$ cat src/verilog/srer_pkg.sv
// srer_pkg: register map, field positions and types of the stream read
// error reporting block; assumes a 32-bit apb master on pclk.
package srer_pkg;
  // register byte offsets
  localparam logic [7:0] OFF_CTRL = 8'h00;
  localparam logic [7:0] OFF_CMD = 8'h04;
  localparam logic [7:0] OFF_LBA_LO = 8'h08;
  localparam logic [7:0] OFF_LBA_HI = 8'h0C;
  localparam logic [7:0] OFF_FAIL = 8'h10;
  localparam logic [7:0] OFF_TASK = 8'h14;
  localparam logic [7:0] OFF_ELOG = 8'h18;
  localparam logic [7:0] OFF_IRQ_ST = 8'h1C;
  localparam logic [7:0] OFF_IRQ_MSK = 8'h20;
  localparam logic [7:0] OFF_CFG = 8'h24;
  // error register bit positions
  localparam int ERR_COMPLETION_DEADLINE_OVERRUN = 0;
  localparam int ERR_ABT = 2;
  localparam int ERR_IDN = 4;
  localparam int ERR_UNC = 6;
  // status register bit positions
  localparam int ST_ERR = 0;
  localparam int ST_SE = 5;
  localparam int ST_RDY = 6;
  localparam int ST_BSY = 7;
  // ctrl register bit positions
  localparam int CTRL_HOB = 0;
  // interrupt status bits
  localparam int IRQ_DONE = 0;
  localparam int IRQ_ERR = 1;
  localparam int IRQ_SE = 2;
  // reset values
  localparam logic [7:0] STATUS_RST = 8'h40;
  localparam logic [31:0] UNIT_US_RST = 32'h0000_0001;
  // time base: one microsecond at the 20 MHz pclk
  localparam int CLK_MHZ = 20;
  localparam int CYC_PER_US = CLK_MHZ;

  // failure report from the media engine
  typedef struct packed {
    logic unc;
    logic idnf;
    logic abrt;
    logic [47:0] lba;
    logic [15:0] count;
  } srer_fail_t;

  typedef enum logic [1:0] {S_IDLE, S_RUN, S_DONE} srer_state_t;
endpackage

$ cat src/verilog/srer_top.sv
// srer_top: result reporting for the extended stream read command.
// assumes an apb master on pclk and a media engine in the same domain
// that pulses fail_valid / media_done while a command runs.
`timescale 1ns/1ps

// Functional notes
// - sector number reads lba 7:0 of the first failure, or 31:24 with hob.
// - cylinder low reads lba 15:8, or 39:32 with hob.
// - cylinder high reads lba 23:16 with hob clear.
// - cylinder high reads lba 47:40 with hob set.
// - error bit 0 is set when the command runs past its time limit.
// - status bit 5 is set on an error when continue-on-error was requested.
// - with that flag the failing lba and suspect sector count are reported.
// - continue-on-error errors set the stream flag and clear error status.
// - in that case the error bits go to the error log instead.
// - the limit is the low command byte (7:0) times a unit in microseconds.
// - a zero limit uses the stream default; a zero default disables it.
module srer_top (
  // apb
  input wire logic pclk,
  input wire logic presetn,
  input wire logic psel,
  input wire logic penable,
  input wire logic pwrite,
  input wire logic [7:0] paddr,
  input wire logic [31:0] pwdata,
  output logic [31:0] prdata,
  output logic pready,
  output logic pslverr,
  // media engine
  input wire logic media_done,
  input wire logic fail_valid,
  input wire srer_pkg::srer_fail_t fail_info,
  // interrupt and state
  output logic irq,
  output logic busy
);

  ////////////////////////////////////////////////////////////////////////
  srer_pkg::srer_state_t state_q;
  logic hob_q;
  logic [7:0] feat_prev_q;
  logic cont_q;
  logic [7:0] dflt_q;
  logic [31:0] unit_us_q;
  logic [47:0] lba_q;
  logic [15:0] cnt_q;
  logic [7:0] err_q;
  logic [7:0] status_q;
  logic [7:0] elog_q;
  logic have_fail_q;
  logic [2:0] irq_st_q;
  logic [2:0] irq_msk_q;
  logic [39:0] limit_q;
  logic [39:0] tcnt_q;
  logic [4:0] us_div_q;
  logic wr;
  logic rd;
  logic start;
  logic overrun;
  logic [7:0] eff_lim;
  logic [2:0] ev;

  assign wr = psel && penable && pwrite;
  assign rd = psel && penable && !pwrite;
  assign start = wr && paddr == srer_pkg::OFF_CMD &&
                 state_q != srer_pkg::S_RUN;

  // time limit of zero falls back to the stream default
  assign eff_lim = (pwdata[7:0] != 8'h00) ? pwdata[7:0] : dflt_q;

  // lba byte picked by hob; keeps the register view in one place
  function automatic logic [7:0] lba_byte(input logic [47:0] lba,
                                          input logic high_order_byte_select, input int lo);
    lba_byte = high_order_byte_select ? lba[lo*8+24 +: 8] : lba[lo*8 +: 8];
  endfunction

  ////////////////////////////////////////////////////////////////////////
  // configuration written by software
  always_ff @(posedge pclk or negedge presetn) begin
    if (!presetn) begin
      hob_q <= 1'b0;
      dflt_q <= 8'h00;
      unit_us_q <= srer_pkg::UNIT_US_RST;
      irq_msk_q <= 3'h0;
    end else if (wr) begin
      if (paddr == srer_pkg::OFF_CTRL) begin
        hob_q <= pwdata[srer_pkg::CTRL_HOB];
      end
      if (paddr == srer_pkg::OFF_CFG) begin
        dflt_q <= pwdata[7:0];
      end
      if (paddr == srer_pkg::OFF_TASK) begin
        unit_us_q <= pwdata;
      end
      if (paddr == srer_pkg::OFF_IRQ_MSK) begin
        irq_msk_q <= pwdata[2:0];
      end
    end
  end

  ////////////////////////////////////////////////////////////////////////
  // command state and completion timer
  assign overrun = state_q == srer_pkg::S_RUN && limit_q != 40'h0 &&
                   tcnt_q >= limit_q;

  always_ff @(posedge pclk or negedge presetn) begin
    if (!presetn) begin
      state_q <= srer_pkg::S_IDLE;
      feat_prev_q <= 8'h00;
      cont_q <= 1'b0;
      limit_q <= 40'h0;
      tcnt_q <= 40'h0;
      us_div_q <= 5'h0;
    end else if (start) begin
      state_q <= srer_pkg::S_RUN;
      feat_prev_q <= pwdata[15:8];
      cont_q <= pwdata[16];
      // limit in microseconds; zero means no limit
      limit_q <= 40'(eff_lim * unit_us_q);
      tcnt_q <= 40'h0;
      us_div_q <= 5'h0;
    end else if (state_q == srer_pkg::S_RUN) begin
      if (us_div_q == 5'(srer_pkg::CYC_PER_US - 1)) begin
        us_div_q <= 5'h0;
        tcnt_q <= tcnt_q + 40'h1;
      end else begin
        us_div_q <= us_div_q + 5'h1;
      end
      if (media_done || overrun) begin
        state_q <= srer_pkg::S_DONE;
      end
    end
  end

  ////////////////////////////////////////////////////////////////////////
  // first failure capture and result registers
  always_ff @(posedge pclk or negedge presetn) begin
    if (!presetn) begin
      lba_q <= 48'h0;
      cnt_q <= 16'h0;
      have_fail_q <= 1'b0;
      err_q <= 8'h00;
      elog_q <= 8'h00;
      status_q <= srer_pkg::STATUS_RST;
    end else if (start) begin
      have_fail_q <= 1'b0;
      err_q <= 8'h00;
      status_q <= 8'h80;
    end else if (state_q == srer_pkg::S_RUN) begin
      // only the first failing sector is kept
      if (fail_valid && !have_fail_q) begin
        lba_q <= fail_info.lba;
        cnt_q <= fail_info.count;
        have_fail_q <= 1'b1;
      end
      if (fail_valid) begin
        err_q[srer_pkg::ERR_UNC] <= err_q[srer_pkg::ERR_UNC] | fail_info.unc;
        err_q[srer_pkg::ERR_IDN] <= err_q[srer_pkg::ERR_IDN] | fail_info.idnf;
        err_q[srer_pkg::ERR_ABT] <= err_q[srer_pkg::ERR_ABT] | fail_info.abrt;
      end
      if (overrun) begin
        err_q[srer_pkg::ERR_COMPLETION_DEADLINE_OVERRUN] <= 1'b1;
      end
      if (media_done || overrun) begin
        status_q[srer_pkg::ST_BSY] <= 1'b0;
        status_q[srer_pkg::ST_RDY] <= 1'b1;
        if ((fail_valid || overrun || have_fail_q) && cont_q) begin
          status_q[srer_pkg::ST_SE] <= 1'b1;
          status_q[srer_pkg::ST_ERR] <= 1'b0;
        end else if (fail_valid || overrun || have_fail_q) begin
          status_q[srer_pkg::ST_ERR] <= 1'b1;
        end
      end
    end else if (state_q == srer_pkg::S_DONE && cont_q &&
                 status_q[srer_pkg::ST_SE] && err_q != 8'h00) begin
      // move once only: a second pass would overwrite the log with zero
      // error bits move to the log; register shows none
      elog_q <= err_q;
      err_q <= 8'h00;
    end
  end

  ////////////////////////////////////////////////////////////////////////
  // interrupt status: set wins over the read clear
  assign ev[srer_pkg::IRQ_DONE] = state_q == srer_pkg::S_RUN &&
                                  (media_done || overrun);
  assign ev[srer_pkg::IRQ_ERR] = ev[srer_pkg::IRQ_DONE] &&
                                 (fail_valid || overrun || have_fail_q);
  assign ev[srer_pkg::IRQ_SE] = ev[srer_pkg::IRQ_ERR] && cont_q;

  always_ff @(posedge pclk or negedge presetn) begin
    if (!presetn) begin
      irq_st_q <= 3'h0;
    end else if (rd && paddr == srer_pkg::OFF_IRQ_ST) begin
      irq_st_q <= ev;
    end else begin
      irq_st_q <= irq_st_q | ev;
    end
  end

  always_ff @(posedge pclk or negedge presetn) begin
    if (!presetn) begin
      irq <= 1'b0;
      busy <= 1'b0;
    end else begin
      irq <= |((irq_st_q | ev) & irq_msk_q);
      busy <= (state_q == srer_pkg::S_RUN && !(media_done || overrun)) ||
              start;
    end
  end

  ////////////////////////////////////////////////////////////////////////
  // apb answer: decoded in the setup phase, so no wait state and all outputs are flopped
  always_ff @(posedge pclk or negedge presetn) begin
    if (!presetn) begin
      pready <= 1'b0;
      pslverr <= 1'b0;
      prdata <= 32'h0;
    end else if (psel && !penable) begin
      pready <= 1'b1;
      pslverr <= 1'b0;
      prdata <= 32'h0;
      unique case (paddr)
        srer_pkg::OFF_CTRL: prdata <= {31'h0, hob_q};
        srer_pkg::OFF_CMD: prdata <= {15'h0, cont_q, feat_prev_q, 8'h00};
        srer_pkg::OFF_LBA_LO: prdata <= lba_q[31:0];
        srer_pkg::OFF_LBA_HI: prdata <= {16'h0, lba_q[47:32]};
        srer_pkg::OFF_FAIL: prdata <= {
          lba_byte(lba_q, hob_q, 2), lba_byte(lba_q, hob_q, 1),
          lba_byte(lba_q, hob_q, 0), hob_q ? cnt_q[15:8] : cnt_q[7:0]
        };
        srer_pkg::OFF_TASK: prdata <= {16'h0, err_q, status_q};
        srer_pkg::OFF_ELOG: prdata <= {24'h0, elog_q};
        srer_pkg::OFF_IRQ_ST: prdata <= {29'h0, irq_st_q};
        srer_pkg::OFF_IRQ_MSK: prdata <= {29'h0, irq_msk_q};
        srer_pkg::OFF_CFG: prdata <= {24'h0, dflt_q};
        default: pslverr <= 1'b1;
      endcase
    end else begin
      pready <= 1'b0;
      pslverr <= 1'b0;
    end
  end

endmodule // srer_top
$ cat config.mk
export PLATFORM = sky130hd
export DESIGN_NAME = srer_top
export DESIGN_NICKNAME = d
export VERILOG_FILES = /design/src/verilog/srer_pkg.sv /design/src/verilog/srer_top.sv
export SDC_FILE = /design/constraint.sdc
export NUM_CORES = 1
export LEC_CHECK = 0
export ABC_AREA = 0
export BUFFER_PORTS_ARGS = -buffer_cell sky130_fd_sc_hd__buf_4
export CORE_MARGIN = 8
export CORE_UTILIZATION = 56
export CTS_CLUSTER_DIAMETER = 60
export DETAILED_ROUTE_END_ITERATION = 7
export PLACE_DENSITY_LB_ADDON = 0.08
export SLEW_MARGIN = 20
export SYNTH_ARGS = -nofsm -noshare
export SYNTH_HDL_FRONTEND = slang
export SYNTH_SLANG_ARGS = --single-unit
$ cat constraint.sdc
create_clock -name pclk -period 4.6 [get_ports pclk]
set_input_delay 0.23 -clock pclk [delete_from_list [all_inputs] [get_ports pclk]]
set_output_delay 0.23 -clock pclk [all_outputs]
set_load 0.005 [all_outputs]
==> results.py <==
metrics = {
    "final_layout": {
        "area_growth_pct": 32.7,
        "nFillCells": 2463,
        "drive_gt1_share_pct": 29.5,
        "finalCoreUtilization_pct": 75.6,
        "nNetsFinal": 2927,
        "multiInputGateArea_mm2": 0.0138,
        "regArea_mm2": 0.00639,
    },
    "global_route": {
        "grt_pass1_vias": 18300,
        "track_usage_pct": 29.2,
        "grt_start_max_net_pins": 134,
        "antenna_found_initial": 3,
        "grt_overflow": 0,
        "grt_pass1_wl_mm": 97.5,
    },
    "critical_path": {
        "critPathLaunchType": "flip-flop",
        "worstPathMaxFanout": 5,
        "r2r_start": "dflt_q[2]",
        "crit_type": "reg -> reg",
        "crit_arrival_ps": 5430,
        "crit_path_end_kind": "flip-flop",
        "cp-startpoint": "dflt_q[2]",
        "cp.required_ps": 5020,
        "reg2reg_slack_ps": -410,
        "r2r-end": "limit_q[31]",
        "reg2regPathDepth": 18,
        "crit_end": "limit_q[31]",
    },
    "place": {
        "gp_congestion": 0.881,
        "port_buffers": 149,
        "hpwl_mm": 44.9,
        "post-place-ws_ps": -947,
    },
    "min_path": {
        "whs_path_depth": 3,
        "holdCritPathClass": "in -> reg",
    },
    "yosys": {
        "yosysSeqAreaShare_pct": 31.4,
        "postSynthCellCount": 2087,
        "synth_ff_type": "dfrtp_1",
        "synth_async_sr_flop_share_pct": 100,
        "yosysTopAreaCell": "dfrtp_1",
        "syn_nets": 2483,
        "syn_area_mm2": 0.0203,
        "netlist-cell-type-count": 74,
        "postSynthAreaPerCell_um2": 9.73,
        "synthDominantCellAreaShare_pct": 31.2,
        "synth.area.top_cells": "dfrtp_1, fa_1, mux2_2",
        "synth_warnings": 0,
        "ys_top_cells_by_count": "dfrtp_1, nand2_1, inv_1, and2_1, fa_1",
        "synth_edf_count": 0,
        "synth-seq-cells": 255,
        "synth_most_common_cell": "dfrtp_1",
    },
    "floorplan": {
        "floorplan.initialDensity_pct": 57.0,
        "pin_count": 150,
        "dieArea_mm2": 0.0426,
        "fp-row-count": 69,
        "die_h_um": 206,
        "coreArea_mm2": 0.0357,
        "die_w_um": 206,
    },
    "sta": {
        "setup_viol": 25,
        "rsz0062_at_grt": "true",
        "post-route-min-period_ps": 5010,
        "setup_ws_ps": -408,
        "post-route-period-util_pct": 109,
        "maxSlewHeadroom_pct": 40.1,
        "hold_violations": 0,
        "fmax_mhz": 200,
        "tightest_slew_ps": 895,
        "slew_viol_final": 0,
        "finClkSkew_ps": 19.3,
    },
    "route": {
        "first_iter_violations": 1144,
        "remaining_drc_errors": 0,
        "routed_via_density": 5.68,
        "drt_pass1_iterations": 5,
        "wl_met3_mm": 3.40,
        "highest_layer": "met5",
        "wl_met2_mm": 30.6,
        "wl_per_cell_um": 20.3,
        "wirelength_mm": 61.2,
        "num_vias": 17200,
        "met1_length_mm": 24.9,
        "ant_nets": 0,
    },
    "power_and_ir_drop": {
        "p_leak_nw": 12.9,
        "cellPowerDensity_mw_per_mm2": 210,
        "ir_drop_mv": 0.282,
    },
    "clock_tree": {
        "ctsHtreeMaxLevel": 2,
        "clockBufferDepth": 3,
        "clk_latency_ps": 540,
        "cts_num_sinks": 255,
        "cts_tree": "yes",
        "numCtsBuffers": 34,
        "cts_root_buf": "clkbuf_16",
        "clk_pin_slew_worst_paths_ps": 60,
    },
    "run_status": {
        "failed_checks": "negative setup slack",
        "outcome": "complete, but fails checks",
    },
    "run": {
        "drv_cap": 0,
    },
}
-- critical path: stages, from the launching register on --
cell and delay (ps):
dfrtp_2 440, a21o_4 250, buf_4 160, and2_4 160, fa_2 540, fa_2 470, fa_1 490, inv_1 50
fa_1 540, inv_2 50, ha_4 280, and3_4 190, o21ai_2 50, a21oi_2 140, o31a_1 240, o21ai_4 100
o21ba_4 220, and4_1 190, or3_1 330
-- metal layers --
layer | vias to the layer above | global-route usage [%]
met5 | - | 0
met4 | 2 | 11.5
met3 | 131 | 4.89
met2 | 505 | 49.8
met1 | 8669 | 36.7
li1 | 7867 | -
-- logic make-up (layout without fill, tap and decap cells) --
logic type | after synthesis | after routing | synth area share (%)
AOI/OAI and AO/OA | 329 | 329 | 10.1
adders and majority gates | 282 | 282 | 24.0
DFF | 255 | 255 | 31.4
and+or+nand+nor | 699 | 699 | 17.5
xor gates and xnor gates | 55 | 55 | 2.37
other | 0 | 4 | 0
muxes | 164 | 164 | 8.82
buffers and inverters | 303 | 772 | 5.72
-- registers in the layout, indices dropped and copies added, names as in the netlist, 2 cells and up --
signal,flops
dflt_q,8
cnt_q,16
us_div_q,5
status_q,3
unit_us_q,32
elog_q,4
feat_prev_q,8
irq_st_q,3
limit_q,40
err_q,4
state_q,2
tcnt_q,40
lba_q,48
prdata,32
irq_msk_q,3
-- metrics by stage --
step	TNS (ps)	area, um2	instances	power [mW]	hold slack [ps]
4_1_cts	-6690	26300	2997	5.64	3.92
2_1_floorplan	-6850	20700	2087	2.60	-65.6
5_1_grt	-10700	26900	3019	5.84	33.0
6_report	-6680	26900	3021	5.65	21.5
3_5_place_dp	-21090	23700	2822	2.90	446
3_3_place_gp	-19240	23700	2822	2.89	448
-- what timing repair did --
item | 4_1_cts | 5_1_grt
pin swaps | 43 | 63
gates cloned | 1 | 4
setup endpoints to repair | 26 | 28
resized for setup | 62 | 107
hold endpoints to repair | 233 | 0
hold buffers | 98 | 0
buffers inserted | 15 | 18
-- where the power goes --
group          internal [mW]  leakage (nW)  total, mW  switching, mW
registers               2.27          3.29       2.31         0.0358
clock network           1.59         0.553       2.65           1.06
logic                  0.344          9.11      0.692          0.348
total                   4.21          12.9       5.65           1.45
-- how the worst min path moves through the flow --
stage | slack (ps) | startpoint | endpoint
2_1_floorplan | -70 | presetn | busy
3_3_place_gp | 450 | presetn | limit_q[4]
3_5_place_dp | 450 | presetn | tcnt_q[14]
4_1_cts | 4 | paddr[5] | pslverr
5_1_grt | 30 | paddr[5] | pslverr
6_report | 20 | paddr[5] | pslverr
-- layout by cell type, fill, tap and decap left out, types with 34 or more instances in the layout --
cell type | Yosys | routed
nor2_1 | 96 | 89
ha_1 | 102 | 77
dlygate4sd3_1 | 0 | 98
xor2_1 | 36 | 34
o21ai_0 | 112 | 84
a21oi_1 | 81 | 65
clkbuf_16 | 0 | 37
buf_4 | 0 | 362
mux2i_1 | 45 | 45
fa_1 | 180 | 163
inv_1 | 213 | 202
and2_1 | 205 | 178
nand2_1 | 244 | 234
dfrtp_1 | 253 | 251
mux2_2 | 119 | 119
-- layout make-up --
| type | instances | area share, % |
|---|---|---|
| antenna | 4 | 0.0371 |
| clock buffer | 47 | 3.56 |
| clock inverter | 14 | 0.585 |
| inverter | 213 | 2.97 |
| multi-input combinational | 1529 | 51.1 |
| sequential | 255 | 23.7 |
| tap | 461 | 2.14 |
| timing repair buffer | 498 | 15.9 |
(Power assumes the default switching activity.)
